`config.mk`:
```
export PLATFORM = sky130hd
export DESIGN_NAME = bpp_port_ctrl
export DESIGN_NICKNAME = d
export VERILOG_FILES = /design/src/verilog/bpp_pkg.sv /design/src/verilog/bpp_port_ctrl.sv
export VERILOG_INCLUDE_DIRS = /design/src /design/src/verilog
export SDC_FILE = /design/constraint.sdc
export NUM_CORES = 1
export LEC_CHECK = 0
export ABC_AREA = 1
export BUFFER_PORTS_ARGS = -buffer_cell sky130_fd_sc_hd__buf_2
export CORE_MARGIN = 4
export CORE_UTILIZATION = 56
export CTS_CLUSTER_DIAMETER = 30
export DETAILED_ROUTE_END_ITERATION = 7
export GPL_TIMING_DRIVEN = 0
export PLACE_DENSITY = 0.95
export REMOVE_ABC_BUFFERS = 1
export SYNTH_ARGS = -nofsm -noshare
export SYNTH_HDL_FRONTEND = slang
export SYNTH_SLANG_ARGS = --single-unit
export TNS_END_PERCENT = 30
```
`constraint.sdc`:
```
create_clock -name core_clk -period 2.1 [get_ports core_clk]
set_input_delay 0.21 -clock core_clk [delete_from_list [all_inputs] [get_ports core_clk]]
set_output_delay 0.21 -clock core_clk [all_outputs]
set_load 0.01 [all_outputs]
```
`src/verilog/bpp_defs.svh`:
```
// Register offsets, reset values and timing counts for the port pin control block
`ifndef BPP_DEFS_SVH
`define BPP_DEFS_SVH

// ==========================================
// Register offsets (byte addresses)
`define BPP_ADDR_W          4
`define BPP_OFF_DIRECTION   4'h0
`define BPP_OFF_FUNC_SEL    4'h4
`define BPP_OFF_OUT_DATA    4'h8
`define BPP_OFF_IN_SAMPLE   4'hC

// ==========================================
// Reset values
`define BPP_RST_DIRECTION   8'hFF
`define BPP_RST_FUNC_SEL    8'h00
`define BPP_RST_OUT_DATA    8'hFF
`define BPP_RST_UNMAPPED    8'h00

// ==========================================
// Timing
`define BPP_CLK_PERIOD_NS   20
`define BPP_STRONG_PULL_NS  300
`define BPP_STRONG_PULL_CYC \
  ((`BPP_STRONG_PULL_NS + `BPP_CLK_PERIOD_NS - 1) / `BPP_CLK_PERIOD_NS)

// ==========================================
// Clock output pin position
`define BPP_SYSTEM_CLOCK_OUTPUT_BIT      7

`endif

```
`src/verilog/bpp_pkg.sv`:
```
// Types shared by the port pin control block
package bpp_pkg;

  typedef enum logic [1:0] {
    BPP_RD_DIRECTION = 2'b00,
    BPP_RD_FUNC_SEL  = 2'b01,
    BPP_RD_OUT_DATA  = 2'b10,
    BPP_RD_IN_SAMPLE = 2'b11
  } bpp_reg_sel_type;

endpackage

```
`src/verilog/bpp_port_ctrl.sv`:
```
// Per-pin drive control, input sampling and register port of a bidirectional port
//
// Function
// Select bit 0: drivers follow software data and direction bits.
// Select bit 1: drivers follow peripheral direction and data.
// Peripheral outputs present direction 0, peripheral inputs present 1.
// Software complementary mode: data 0 pulls down, data 1 pulls up.
// Software open-drain mode: no pull-up, data 0 pulls down, 1 floats.
// Peripheral complementary mode follows peripheral data, ignores software data.
// Peripheral open-drain mode: no pull-up, pull-down on peripheral data 0.
// Software sets direction and data to 1 for input pins.
// Pin levels sampled and readable in every configuration.
// Strong pull-high for about 300 ns when reset falls.
// Weak pull-up during reset until first function-select write.
// Reset values give high-impedance inputs with weak pull-up.
// Optional variant drives bit 7 of port 2 as complementary clock output; here only until the first function-select write.
// Each pin configured independently of the others.
// Software writes direction, then function select, then output data.
// Software writes direction and data even for peripheral pins.
// Registers 8 bits, bit y is pin y, writes reach pin next clock.
`timescale 1ns/1ns
`include "bpp_defs.svh"

module bpp_port_ctrl #(
  parameter int WIDTH          = 8,   // Pins in the port
  parameter bit SYSTEM_CLOCK_OUTPUT_ON_BIT7 = 1'b0 // Clock output variant on bit 7
) (
  input  wire logic                   core_clk,        // Core clock, 50 MHz
  input  wire logic                   rst_n,           // Synchronous reset, active low
  input  wire logic [`BPP_ADDR_W-1:0] reg_addr,        // Register byte address
  input  wire logic [7:0]             reg_wdata,       // Write data
  input  wire logic                   reg_wr,          // Write strobe
  input  wire logic                   reg_rd,          // Read strobe
  output logic      [7:0]             reg_rdata,       // Read data, cycle after strobe
  input  wire logic [WIDTH-1:0]       peripheral_direction,    // Peripheral direction
  input  wire logic [WIDTH-1:0]       peripheral_output_value, // Peripheral data
  input  wire logic                   system_clock_output,     // Half-crystal clock
  input  wire logic [WIDTH-1:0]       pin_in,          // Pin levels, asynchronous
  output logic      [WIDTH-1:0]       pull_up_on,      // Pull-up transistor gate
  output logic      [WIDTH-1:0]       pull_down_on,    // Pull-down transistor gate
  output logic      [WIDTH-1:0]       strong_high_on,  // Strong pull-high gate
  output logic      [WIDTH-1:0]       weak_up_on       // Weak pull-up gate
);

  // ==========================================
  // Elaboration checks
  localparam int STRONG_CYC = `BPP_STRONG_PULL_CYC;
  localparam int CNT_W      = $clog2(STRONG_CYC + 1);
  localparam int REG_W      = 8;

  initial begin
    if (WIDTH < 1 || WIDTH > REG_W) begin
      $error("bpp_port_ctrl: WIDTH must be 1 to 8");
    end
    if (SYSTEM_CLOCK_OUTPUT_ON_BIT7 && WIDTH <= `BPP_SYSTEM_CLOCK_OUTPUT_BIT) begin
      $error("bpp_port_ctrl: clock output variant needs bit 7");
    end
    if (STRONG_CYC < 1) begin
      $error("bpp_port_ctrl: strong pull pulse needs at least one cycle");
    end
    if (`BPP_ADDR_W < 4) begin
      $error("bpp_port_ctrl: address too narrow for the register map");
    end
  end

  // ==========================================
  // Register decode
  function automatic logic hit(input logic [`BPP_ADDR_W-1:0] a,
                               input logic [`BPP_ADDR_W-1:0] off);
    hit = (a == off);
  endfunction

  function automatic logic mapped(input logic [`BPP_ADDR_W-1:0] a);
    mapped = hit(a, `BPP_OFF_DIRECTION) || hit(a, `BPP_OFF_FUNC_SEL) ||
             hit(a, `BPP_OFF_OUT_DATA)  || hit(a, `BPP_OFF_IN_SAMPLE);
  endfunction

  // Only meaningful for mapped addresses
  function automatic bpp_pkg::bpp_reg_sel_type sel_of(input logic [`BPP_ADDR_W-1:0] a);
    if (hit(a, `BPP_OFF_DIRECTION)) begin
      sel_of = bpp_pkg::BPP_RD_DIRECTION;
    end else if (hit(a, `BPP_OFF_FUNC_SEL)) begin
      sel_of = bpp_pkg::BPP_RD_FUNC_SEL;
    end else if (hit(a, `BPP_OFF_OUT_DATA)) begin
      sel_of = bpp_pkg::BPP_RD_OUT_DATA;
    end else begin
      sel_of = bpp_pkg::BPP_RD_IN_SAMPLE;
    end
  endfunction

  function automatic logic [7:0] widen(input logic [WIDTH-1:0] v);
    logic [7:0] r;
    r = 8'h00;
    r[WIDTH-1:0] = v;
    widen = r;
  endfunction

  // Pins handed to the clock output variant; empty when the variant is off
  function automatic logic [WIDTH-1:0] clk_mask();
    logic [7:0] m;
    m = 8'h00;
    if (SYSTEM_CLOCK_OUTPUT_ON_BIT7) begin
      m[`BPP_SYSTEM_CLOCK_OUTPUT_BIT] = 1'b1;
    end
    clk_mask = m[WIDTH-1:0];
  endfunction

  localparam logic [WIDTH-1:0] CLK_PINS = clk_mask();

  // Per-pin gate decode, returns {pull-up, pull-down}
  function automatic logic [1:0] gates(input logic sel,
                                       input logic dir_sw,
                                       input logic dat_sw,
                                       input logic dir_pf,
                                       input logic dat_pf);
    logic dir;
    logic dat;
    dir   = sel ? dir_pf : dir_sw;
    dat   = sel ? dat_pf : dat_sw;
    gates = {!dir && dat, !dat};
  endfunction

  // Saturating count-down for the pulse counter
  function automatic logic [CNT_W-1:0] sat_dec(input logic [CNT_W-1:0] c);
    sat_dec = (c == '0) ? '0 : c - CNT_W'(1);
  endfunction

  // ==========================================
  // Control registers
  // Writes to unmapped addresses match no enable and are lost
  logic [WIDTH-1:0] direction_q;
  logic [WIDTH-1:0] func_sel_q;
  logic [WIDTH-1:0] out_data_q;
  logic             wr_dir;
  logic             wr_sel;
  logic             wr_dat;

  assign wr_dir = reg_wr && hit(reg_addr, `BPP_OFF_DIRECTION);
  assign wr_sel = reg_wr && hit(reg_addr, `BPP_OFF_FUNC_SEL);
  assign wr_dat = reg_wr && hit(reg_addr, `BPP_OFF_OUT_DATA);

  // Direction: 0 complementary output, 1 open drain or input
  always_ff @(posedge core_clk) begin
    if (!rst_n) begin
      direction_q <= WIDTH'(`BPP_RST_DIRECTION);
    end else if (wr_dir) begin
      direction_q <= reg_wdata[WIDTH-1:0];
    end
  end

  // Function select: 0 software I/O, 1 peripheral
  always_ff @(posedge core_clk) begin
    if (!rst_n) begin
      func_sel_q <= WIDTH'(`BPP_RST_FUNC_SEL);
    end else if (wr_sel) begin
      func_sel_q <= reg_wdata[WIDTH-1:0];
    end
  end

  // Output data, kept at 1 on pins used as inputs
  always_ff @(posedge core_clk) begin
    if (!rst_n) begin
      out_data_q <= WIDTH'(`BPP_RST_OUT_DATA);
    end else if (wr_dat) begin
      out_data_q <= reg_wdata[WIDTH-1:0];
    end
  end

  // ==========================================
  // Weak pull-up: on in reset, off at first function-select write
  logic weak_q;

  always_ff @(posedge core_clk) begin
    if (!rst_n) begin
      weak_q <= 1'b1;
    end else if (wr_sel) begin
      weak_q <= 1'b0;
    end
  end

  // ==========================================
  // Strong pull-high pulse
  // Loaded at the first edge that sees reset low and counted down from there, in reset or
  // after release, so the pulse length does not depend on how long reset is held.
  // Power-up, with no reset history yet, takes the load branch as well.
  logic             rst_low_q;
  logic [CNT_W-1:0] strong_cnt_q;
  logic [CNT_W-1:0] strong_cnt_d;

  always_ff @(posedge core_clk) begin
    rst_low_q <= !rst_n;
  end

  always_comb begin
    strong_cnt_d = sat_dec(strong_cnt_q);
    if (!rst_n) begin
      if (rst_low_q) begin
        strong_cnt_d = sat_dec(strong_cnt_q);
      end else begin
        strong_cnt_d = CNT_W'(STRONG_CYC);
      end
    end
  end

  always_ff @(posedge core_clk) begin
    strong_cnt_q <= strong_cnt_d;
  end

  // ==========================================
  // Pin sampling: two flops, then the sample register
  // Only the second flop may read the first one
  logic [WIDTH-1:0] pin_meta_q;
  logic [WIDTH-1:0] pin_sync_q;
  logic [WIDTH-1:0] in_sample_q;

  always_ff @(posedge core_clk) begin
    pin_meta_q <= pin_in;
  end

  always_ff @(posedge core_clk) begin
    pin_sync_q <= pin_meta_q;
  end

  always_ff @(posedge core_clk) begin
    if (!rst_n) begin
      in_sample_q <= '0;
    end else begin
      in_sample_q <= pin_sync_q;
    end
  end

  // ==========================================
  // Read port
  // Read data stand for one cycle and return to zero after it
  always_ff @(posedge core_clk) begin
    if (!rst_n) begin
      reg_rdata <= 8'h00;
    end else if (reg_rd && mapped(reg_addr)) begin
      unique case (sel_of(reg_addr))
        bpp_pkg::BPP_RD_DIRECTION: reg_rdata <= widen(direction_q);
        bpp_pkg::BPP_RD_FUNC_SEL:  reg_rdata <= widen(func_sel_q);
        bpp_pkg::BPP_RD_OUT_DATA:  reg_rdata <= widen(out_data_q);
        bpp_pkg::BPP_RD_IN_SAMPLE: reg_rdata <= widen(in_sample_q);
      endcase
    end else if (reg_rd) begin
      reg_rdata <= `BPP_RST_UNMAPPED;
    end else begin
      reg_rdata <= 8'h00;
    end
  end

  // ==========================================
  // Drive decode
  // Function select picks the source per pin; direction 1 never pulls up, except on the clock output pin
  logic [WIDTH-1:0] up_d;
  logic [WIDTH-1:0] down_d;

  always_comb begin
    up_d   = '0;
    down_d = '0;
    for (int y = 0; y < WIDTH; y++) begin
      {up_d[y], down_d[y]} = gates(func_sel_q[y],
                                   direction_q[y],
                                   out_data_q[y],
                                   peripheral_direction[y],
                                   peripheral_output_value[y]);
    end
    // Clock output owns its pin until the first function-select write
    if (weak_q) begin
      up_d   = (up_d & ~CLK_PINS) | ({WIDTH{system_clock_output}} & CLK_PINS);
      down_d = (down_d & ~CLK_PINS) | ({WIDTH{!system_clock_output}} & CLK_PINS);
    end
  end

  // ==========================================
  // Pin gate outputs, all registered
  always_ff @(posedge core_clk) begin
    if (!rst_n) begin
      pull_up_on <= '0;
    end else begin
      pull_up_on <= up_d;
    end
  end

  always_ff @(posedge core_clk) begin
    if (!rst_n) begin
      pull_down_on <= '0;
    end else begin
      pull_down_on <= down_d;
    end
  end

  always_ff @(posedge core_clk) begin
    strong_high_on <= {WIDTH{strong_cnt_d != '0}};
  end

  always_ff @(posedge core_clk) begin
    weak_up_on <= {WIDTH{weak_q || !rst_n}} & ~CLK_PINS;
  end

endmodule // bpp_port_ctrl

```
Word-level counts from Yosys, hierarchy flattened. Cells that the tools add are included.

Logic and storage cells: 84. Output and inout port bits: 40. Bits in registers: 80. Input bits: 41.

Eq/ne operators: 6. Reduce and logical (&&, ||, !) cells: 38. Add/subtract/negate cells: 1. Multiplexer cells: 25.

Operator list (count): $pmux W8 S4 (1); $logic_not A1 Y1 (17); $mux W1 (17); $logic_and A1 B1 Y1 (12); $mux W4 (3); $eq A4 B4 Y1 const B (2); $logic_not A4 Y1 (2); $mux W2 (4); $eq A2 B2 Y1 const B (2); $eq A4 B3 Y1 const B (1); $logic_or A1 B1 Y1 (4); $reduce_bool A4 Y1 (1); $sub A4 B1 Y4 const B (1); $eq A2 B1 Y1 const B (1); $logic_not A2 Y1 (1); $reduce_and A2 Y1 (1).

Longest topological paths before layout. Gate-level depths: netlist of the first run.

Word-level depth: 9. Gate-level depth with buffers: 8.

Worst setup path after synthesis of the first run. OpenSTA, ideal clock, no wires.

Path type: input-to-reg. Start point: input reg_addr[2]. End point: register reg_rdata[6]. Stages on the path: 7. Setup time: 0.109 ns. Path slack: 1.120 ns. Arrival: 0.871 ns. Buffers on the path: 1. Cells stage by stage: nor2_2 > buf_4 > nand3_1 > nand2_1 > clkinv_1 > nand2_1 > inv_1.

Longest elaborated chain between the ends: 8. Elaborated cells on any way between the ends: 19. Classes of those cells: 6 x eq/ne; 6 x mux; 7 x reduce/logical.

RTL lines: start, declared (RTL line bpp_port_ctrl.sv:30) `` input wire logic [`BPP_ADDR_W-1:0] reg_addr, ``; $eq A4 B4 Y1 (RTL line bpp_port_ctrl.sv:70) `hit = (a == off);`; $mux W1 (RTL line bpp_port_ctrl.sv:84) `` end else if (hit(a, `BPP_OFF_OUT_DATA)) begin ``; $mux W2 (RTL line bpp_port_ctrl.sv:82) `` end else if (hit(a, `BPP_OFF_FUNC_SEL)) begin ``; $mux W2 (RTL line bpp_port_ctrl.sv:80) `` if (hit(a, `BPP_OFF_DIRECTION)) begin ``; $mux W2 (RTL line bpp_port_ctrl.sv:238) `end else if (reg_rd && mapped(reg_addr)) begin`; $mux W2 (RTL line bpp_port_ctrl.sv:236) `if (!rst_n) begin`; $eq A2 B2 Y1 (tied with other cells) (RTL line bpp_port_ctrl.sv:239) `unique case (sel_of(reg_addr))`; $pmux W8 S4 (RTL line bpp_port_ctrl.sv:239); end signal, assigned (RTL line bpp_port_ctrl.sv:240) `bpp_pkg::BPP_RD_DIRECTION: reg_rdata <= widen(direction_q);`; end signal, assigned (RTL line bpp_port_ctrl.sv:241) `bpp_pkg::BPP_RD_FUNC_SEL: reg_rdata <= widen(func_sel_q);`; end signal, assigned (RTL line bpp_port_ctrl.sv:242) `bpp_pkg::BPP_RD_OUT_DATA: reg_rdata <= widen(out_data_q);`; end, declared (RTL line bpp_port_ctrl.sv:34) `output logic [7:0] reg_rdata,`.

Parallel ways exist; a longest one is shown, timed or not. The select of a mux whose other input is x is not followed. A chain may end at the register's enable or synchronous reset.

Worst setup path in the final report of the first run.
Start point: input reg_addr[1]. End point: register reg_rdata[2].

The elaborated chain is that of the path after synthesis.

==> results of run 1 <==
==> final cells by class <==
cell class / count / area (µm²) / share of cell area (%)
repair buffers: 87 / 475 / 13.0
multi-input cells: 230 / 1110 / 30.2
inverters: 54 / 205 / 5.60
flip-flops and latches: 80 / 1600 / 43.7
clock inverters: 6 / 60.1 / 1.64
well taps: 70 / 87.6 / 2.39
clock buffers: 10 / 128 / 3.48
==> registers in the layout, indices dropped and copies added (netlist names) <==
| signal | cells |
|---|---|
| rst_low_q | 1 |
| pin_meta_q | 8 |
| strong_cnt_q | 4 |
| strong_high_on | 1 |
| in_sample_q | 8 |
| pull_up_on | 8 |
| pin_sync_q | 8 |
| out_data_q | 8 |
| weak_up_on | 1 |
| weak_q | 1 |
| func_sel_q | 8 |
| direction_q | 8 |
| reg_rdata | 8 |
| pull_down_on | 8 |
==> logic make-up after synthesis <==
| group | count (synthesis) |
|---|---|
| AO/OA/AOI/OAI | 20 |
| buffers and inverters | 83 |
| AND/OR/NAND/NOR | 210 |
| flip-flops | 80 |
==> cells in the mapped netlist (all sizes together) <==
master	n
dfxtp	80
nand2	98
nor2b	1
or2	2
o21ai	18
clkbuf	8
nand4	16
nand3	52
buf	21
clkinv	2
o211ai	2
inv	52
nor2	24
and2	8
nor3	9
==> how the worst max path moves through the flow <==
stage / startpoint / slack (ns) / endpoint
floorplan: reg_addr[1] / 0.85 / reg_rdata[6]
global placement: rst_n / 0.18 / weak_up_on[0]
detailed placement: rst_n / 0.11 / weak_up_on[0]
CTS: rst_n / 0.48 / weak_up_on[0]
global route: reg_addr[1] / 0.37 / reg_rdata[2]
finish: reg_addr[1] / 0.47 / reg_rdata[2]
==> per-stage QoR <==
step	util, %	total power [mW]	cell area [µm²]
2_1_floorplan	-	1.80	2910
3_3_place_gp	64.9	1.92	3400
3_5_place_dp	64.9	1.93	3400
4_1_cts	70.0	3.00	3660
5_1_grt	70.0	3.10	3660
6_report	70.0	2.99	3660
==> timing repair <==
item	4_1_cts	5_1_grt
resized for setup	0	0
endpoints found under the hold margin	8	0
hold buffers	8	0
==> worst max-delay path: cells and delay by family <==
family | cells | cell delay, ns
buffers and inverters | 3 | 0.27
AND/OR/NAND/NOR | 4 | 1.42
==> report_power, final <==
group | internal, mW | switching (mW) | leakage, nW
Combinational | 0.107 | 0.177 | 1.24
Sequential | 1.59 | 0.0390 | 0.657
Clock | 0.543 | 0.532 | 0.0920
==> routing by layer <==
layer | up-vias | track usage, %
met1 | 1214 | 24.9
met2 | 121 | 37.1
met5 | - | 0
met3 | 14 | 4.34
met4 | 0 | 13.1
li1 | 1369 | -
==> flow_summary.yaml, run 1 <==
setup_path:
  crit_required_ns: 2.39
  crit_type: "in -> reg"
  worstPathArrival_ns: 1.92
  r2r-end: "pull_up_on[2]"
  cp-end-kind: "flip-flop"
  critPathMaxFanout: 45
  rr_worst_depth: 3
  crit_path_top_delay_cell: "nor2b_1"
  rrSetupSlack_ns: 1.14
  reg2reg_from: "func_sel_q[2]"
  crit_chain: "buf_2 -> nor2_8 -> nor2b_1 -> nand2_1 -> inv_1 -> nand2_1 -> inv_1"
  cp-start-kind: "input pin"
  critical_path.max_stage_delay_ns: 0.74
clock_network:
  clk_latency_ns: 0.34
  cts_buffer_depth: 2
  clockRootBuffer: "clkbuf_8"
  numCtsBuffers: 9
  cts_num_sinks: 80
  htree_levels: 3
  clk_pin_slew_ns: 0.08
  cts_tree: "built"
  cts_setup_buffers: 0
finish:
  nFillCells: 414
  layout_commonest_cell: "nand2_1"
  nNetsFinal: 503
  drive_above_1_share_pct: 22.3
  fin_cells: 537
  layout_common_cells: "nand2_1, dfxtp_1, buf_2, inv_1, nand3_1"
  n_antenna_cell: 0
  area_growth_pct: 17.7
yosys:
  yosys-top-cells-area: "dfxtp_1, nand2_1, nand3_1, inv_1, buf_4"
  synth_compound_area_share_pct: 3.37
  ys_seq_elements: 80
  yosys.area.top_type: "dfxtp_1"
  synth_mux_area_share_pct: 0
  synth_top_family_by_area: "simple AND/OR/NAND/NOR gates"
  yosysSeqAreaShare_pct: 51.4
  synth_adder_area_share_pct: 0
  synth-simple-area-share_pct: 32.2
  ys_warn_count: 0
  synth_xor_xnor_area_share_pct: 0
  avgSynthCellArea_um2: 7.92
  synth_cell_types: 24
  netlist_area_um2: 3110
  synth_top_area_share_pct: 51.4
  synthCells: 393
route:
  drc_errors: 0
  first_iter_violations: 251
  first_pass_iters: 5
  wl_met2_um: 3280
  wl_met1_um: 2860
  totalWireLength_um: 6870
  antenna_left: 0
  viasPerCell: 5.06
  wl_per_cell_um: 12.8
  wl_met3_um: 583
  num_vias: 2718
  top_layer: "met4"
floorplanning:
  die_h_um: 82.6
  io_pins: 81
  design.core.area_um2: 5240
  die_width_um: 82.6
  initial_core_util_pct: 59.5
  die-area_um2: 6820
  num_rows: 26
placement:
  place.port_buffers: 79
  dp_hpwl_um: 4530
  gp_congestion: 0.790
  place_ws_ns: 0.113
  place_inst: 513
sta:
  hold_viol: 0
  maxSlewViolCount: 0
  setup_violations: 0
  fin_worst_skew_ns: 0.00399
  setup_tns_ns: 0
  fmaxAchievable_mhz: 614
  finalCritPeriodShare_pct: 77.5
  worst_slew_pin_slew_ns: 0.827
  grt_setup_unrepaired: "no"
  whs_ns: 0.128
  finalWorstSetupSlack_ns: 0.472
  slew_headroom_pct: 44.8
  period_minus_slack_ns: 1.63
min_path:
  holdPathEnd: "func_sel_q[5]"
  hold_class: "in -> reg"
  hold_start: "reg_wdata[5]"
  hold-path-cell-count: 3
global_routing:
  grt_util_all_layers_pct: 21.7
  grt_overflow: 0
  grt_pass1_wl_um: 11200
  grt_start_max_net_pins: 46
  grt_pass1_vias: 2625
  antenna_found_initial: 0
outcome:
  status: "finished clean"
power:
  p_per_area_nw_per_um2: 815
  leakage_nw: 1.99
  ir_drop_mv: 0.515
flow_run:
  cap_violations: 0
No activity file was read; power rests on OpenSTA's default activity.
==> inputs of run 2 (changes only) <==
--- a/config.mk
+++ b/config.mk
@@ -9,11 +9,11 @@
 export ABC_AREA = 1
 export BUFFER_PORTS_ARGS = -buffer_cell sky130_fd_sc_hd__buf_2
 export CORE_MARGIN = 4
-export CORE_UTILIZATION = 56
+export CORE_UTILIZATION = 47
 export CTS_CLUSTER_DIAMETER = 30
 export DETAILED_ROUTE_END_ITERATION = 7
 export GPL_TIMING_DRIVEN = 0
-export PLACE_DENSITY = 0.95
+export PLACE_DENSITY = 0.87
 export REMOVE_ABC_BUFFERS = 1
 export SYNTH_ARGS = -nofsm -noshare
 export SYNTH_HDL_FRONTEND = slang
==> constraint.sdc (replaced) <==
create_clock -name core_clk -period 1.3 [get_ports core_clk]
set_input_delay 0.13 -clock core_clk [delete_from_list [all_inputs] [get_ports core_clk]]
set_output_delay 0.13 -clock core_clk [all_outputs]
set_load 0.01 [all_outputs]
==> run 2 against run 1 <==
Routed wire length up 5.4%. Register-to-register slack worse by 0.76 ns. Core utilization fell by 11 points. Global-route usage fell by 3.1 points. Hold slack lost 0.086 ns. Total power rose by 77%. Largest cell class unchanged. Largest power group unchanged.
==> flow_summary.yaml, run 2 (synthesis gave the netlist of run 1 again) <==
placement:
  dp_hpwl_um: 4530
  place.port_buffers: 79
  gp_congestion: 0.758
floorplanning:
  initial_core_util_pct: 48.8
  io_pins: 81
  design.core.area_um2: 6390
  die-area_um2: 7990
  die_width_um: 89.4
  num_rows: 29
  die_h_um: 89.4
setup_path:
  crit_path_top_delay_cell: "nand3_1"
  crit_required_ns: 1.52
  cp-end-kind: "flip-flop"
  critPathTopFamily: "simple AND/OR/NAND/NOR gates"
  worstPathArrival_ns: 1.44
  critical_path.max_stage_delay_ns: 0.43
  crit_chain: "buf_2 -> nor2_4 -> nand3_1 -> nand2_1 -> nand3_1"
  critPathMaxFanout: 17
  cp-start-kind: "input pin"
  critPathBufInv: 1
  crit_type: "in -> reg"
  path_common_cell: "nand3_1"
sta:
  setup_tns_ns: 0
  fmaxAchievable_mhz: 821
  grt_setup_unrepaired: "no"
  setup_violations: 0
  fin_worst_skew_ns: 0.00915
  maxSlewViolCount: 0
  whs_ns: 0.0415
  worst_slew_pin_slew_ns: 0.537
  period_minus_slack_ns: 1.22
  finalCritPeriodShare_pct: 93.7
  slew_headroom_pct: 64.1
  hold_viol: 0
route:
  num_vias: 2762
  antenna_left: 0
  drc_errors: 0
  viasPerCell: 5.07
  first_pass_iters: 5
  wl_per_cell_um: 13.3
  first_iter_violations: 145
  totalWireLength_um: 7240
global_routing:
  grt_pass1_vias: 2542
  grt_util_all_layers_pct: 18.6
  grt_pass1_wl_um: 11200
  grt_overflow: 0
  grt_start_max_net_pins: 46
  antenna_found_initial: 0
finish:
  nNetsFinal: 504
  area_growth_pct: 20.6
  layout_common_cells: "nand2_1, dfxtp_1, buf_2, inv_1, nand3_1"
  layout_commonest_cell: "nand2_1"
  final_core_util_pct: 58.8
  n_antenna_cell: 0
  drive_above_1_share_pct: 23.1
  nFillCells: 595
clock_network:
  htree_levels: 3
  cts_tree: "built"
  clockRootBuffer: "clkbuf_8"
  numCtsBuffers: 9
  clk_pin_slew_ns: 0.08
  cts_buffer_depth: 2
  clk_latency_ns: 0.35
  cts_num_sinks: 80
  cts_setup_buffers: 0
power:
  clockPowerShare_pct: 41.2
  comb_power_share_pct: 9.0
  ir_drop_mv: 0.827
  netSwitchingFraction_pct: 23.7
  p_int_mw: 4.02
  seq_power_share_pct: 49.8
  leakage_nw: 2.02
  power.switching_mw: 1.25
  p_total_mw: 5.28
  p_per_area_nw_per_um2: 1400
outcome:
  status: "finished clean"
min_path:
  hold_class: "in -> reg"
flow_run:
  cap_violations: 0
==> run 2: metal layers <==
layer  global-route usage, %  up-vias  part of all wire (%)
met5                       0        -                     0
met3                    5.07       19                    10
met1                    20.6     1231                    38
met2                    32.6      140                    49
li1                        -     1372                     -
met4                    9.34        0                   2.4
==> run 2: area by class of cell <==
type                    count  area (µm²)  area share, %
multi-input cells         231        1130           30.1
flip-flops and latches     80        1600           42.6
inverters                  54         206           5.50
well taps                  77        96.3           2.56
clock buffers               9         124           3.30
clock inverters             7         119           3.16
repair buffers             87         478           12.7
==> run 2: power groups by stage <==
| stage | clock, mW | combinational, mW | sequential (mW) |
|---|---|---|---|
| 5_1_grt | 2.32 | 0.531 | 2.64 |
| 6_report | 2.17 | 0.474 | 2.63 |
| 2_1_floorplan | 0 | 0.223 | 2.69 |
| 3_3_place_gp | 0 | 0.422 | 2.68 |
| 4_1_cts | 2.20 | 0.463 | 2.63 |
| 3_5_place_dp | 0 | 0.436 | 2.69 |
==> run 2: worst paths after layout <==
| check | startpoint | to | slack (ns) | cells after the start |
|---|---|---|---|---|
| hold / removal | reg_wdata[3] | func_sel_q[3] | 0.04 | 3 |
| setup reg to reg | strong_cnt_q[0] | strong_high_on[0] | 0.38 | 5 |
| setup / recovery | reg_addr[3] | direction_q[2] | 0.08 | 5 |
| hold reg to reg | pin_meta_q[4] | pin_sync_q[4] | 0.33 | 0 |
==> run 2: repair_timing <==
action / 4_1_cts / 5_1_grt
cloned: 0 / 1
resized for setup: 4 / 1
endpoints found under the hold margin: 8 / 0
setup endpoints to repair: 26 / 16
pin swaps: 0 / 1
hold buffers: 8 / 0
==> run 2: per-stage QoR <==
stage	instances	worst slack, ns	area (µm²)
final	545	0.0814	3760
after global routing	545	0.0251	3760
after CTS	544	-0.00834	3740
after detailed placement	520	-0.632	3410
after global placement	520	-0.600	3410
after floorplan	364	0.133	2910
==> run 2: worst reg2reg max path, cell delays in order, from the launching register on <==
cell	delay, ns
dfxtp_1	0.40
nor2_1	0.10
nand2_1	0.08
nand3_1	0.09
nor2_1	0.11
nand2_1	0.06
==> inputs of run 3 (changes only) <==
--- a/config.mk
+++ b/config.mk
@@ -12,7 +12,6 @@
 export CORE_UTILIZATION = 47
 export CTS_CLUSTER_DIAMETER = 30
 export DETAILED_ROUTE_END_ITERATION = 7
-export GPL_TIMING_DRIVEN = 0
 export PLACE_DENSITY = 0.87
 export REMOVE_ABC_BUFFERS = 1
 export SYNTH_ARGS = -nofsm -noshare
==> run 3 against run 2 <==
Worst setup slack improved by 0.16 ns. Global-route usage increased by 0.77 points. Non-clock buffer count increased by 14. Critical endpoint is now strong_high_on[6]. Largest cell class unchanged.
==> flow_summary.yaml, run 3 (synthesis gave the netlist of run 1 again) <==
setup_path:
  cp-start-kind: "flip-flop"
  critPathBufInv: 1
  crit_required_ns: 1.17
  critical_path.max_stage_delay_ns: 0.41
  rr_worst_depth: 4
  crit_cells: 1
  crit_chain: "buf_2"
  critPathTopFamily: "flip-flops"
  cp-end-kind: "output port"
  rrSetupSlack_ns: 0.40
  critPathMaxFanout: 8
  crit_path_top_delay_cell: "dfxtp_1"
  worstPathArrival_ns: 0.92
  crit_type: "reg -> out"
sta:
  fin_worst_skew_ns: 0.00513
  period_minus_slack_ns: 1.05
  setup_violations: 0
  grt_setup_unrepaired: "no"
  maxSlewViolCount: 0
  fmaxAchievable_mhz: 949
  hold_viol: 0
  setup_tns_ns: 0
  slew_headroom_pct: 72.1
  worst_slew_pin_slew_ns: 0.417
  finalCritPeriodShare_pct: 81.1
route:
  first_iter_violations: 194
  first_pass_iters: 5
  num_vias: 2785
  viasPerCell: 4.99
  drc_errors: 0
  wl_per_cell_um: 13.2
  totalWireLength_um: 7350
  antenna_left: 0
floorplanning:
  die-area_um2: 7990
  design.core.area_um2: 6390
  die_h_um: 89.4
  num_rows: 29
  die_width_um: 89.4
  io_pins: 81
  initial_core_util_pct: 48.8
finish:
  layout_commonest_cell: "nand2_1"
  fin_cells: 558
  nNetsFinal: 517
  nFillCells: 582
  area_growth_pct: 22.1
  n_antenna_cell: 0
  drive_above_1_share_pct: 24.3
  final_core_util_pct: 59.6
  layout_common_cells: "nand2_1, dfxtp_1, buf_2, inv_1, nand3_1"
global_routing:
  grt_pass1_wl_um: 11700
  grt_overflow: 0
  grt_start_max_net_pins: 24
  antenna_found_initial: 0
  grt_util_all_layers_pct: 19.4
  grt_pass1_vias: 2567
clock_network:
  clk_latency_ns: 0.35
  cts_tree: "built"
  clk_pin_slew_ns: 0.08
  numCtsBuffers: 9
  cts_resized: 0
  cts_num_sinks: 80
  htree_levels: 3
  clockRootBuffer: "clkbuf_8"
  cts_buffer_depth: 2
  cts_setup_buffers: 0
power:
  leakage_nw: 2.07
  p_per_area_nw_per_um2: 1340
  ir_drop_mv: 0.898
outcome:
  status: "finished clean"
min_path:
  hold_class: "in -> reg"
  hold-path-cell-count: 3
flow_run:
  cap_violations: 0
placement:
  place_inst: 534
  gp_congestion: 0.850
  dp_hpwl_um: 5090
  place.port_buffers: 79
## run 3: worst paths after layout
check / startpoint / to
worst max-delay path: strong_high_on[0] / strong_high_on[6]
worst min-delay path: reg_wdata[5] / func_sel_q[5]
worst max register to register: rst_low_q / strong_high_on[0]
worst min register to register: pin_meta_q[0] / pin_sync_q[0]
## run 3: area by class of cell
type | count | area, µm² | area share, %
sequential | 80 | 1600 | 42.1
tap | 77 | 96.3 | 2.53
clock inverter | 5 | 81.3 | 2.14
multi-input combinational | 230 | 1110 | 29.1
inverter | 54 | 205 | 5.39
clock buffer | 11 | 131 | 3.45
timing repair buffer | 101 | 581 | 15.3
## run 3: repair_timing
action,4_1_cts,5_1_grt
hold buffers,8,0
setup endpoints to repair,0,0
hold endpoints to repair,8,0
## run 3: power breakdown
group	leakage, nW	switching (mW)	internal (mW)
combinational	1.31	0.297	0.198
sequential	0.657	0.0585	2.57
clock	0.104	0.878	1.08
total	2.07	1.23	3.85
## run 3: layer usage
metal	vias to the layer above	routed length, µm	GRT usage (%)
met5	-	0	0
met1	1254	2880	22.3
li1	1388	-	-
met3	10	781	6.91
met2	133	3600	32.6
met4	0	95	7.85
## run 3: worst reg2reg max path: stages (launching register included)
cell	delay, ns
dfxtp_1	0.30
or2_2	0.34
nand3_1	0.12
nor2_1	0.05
nand2_1	0.05
## run 3: through the flow
step	setup slack [ns]	power (mW)	cell area [µm²]	hold WS (ns)
floorplan	0.133	2.91	2910	0.158
global placement	0.0816	3.13	3510	0.233
detailed placement	0.0450	3.16	3510	0.234
CTS	0.204	5.11	3800	0.0256
global route	0.154	5.31	3800	0.0447
finish	0.246	5.08	3800	0.0443
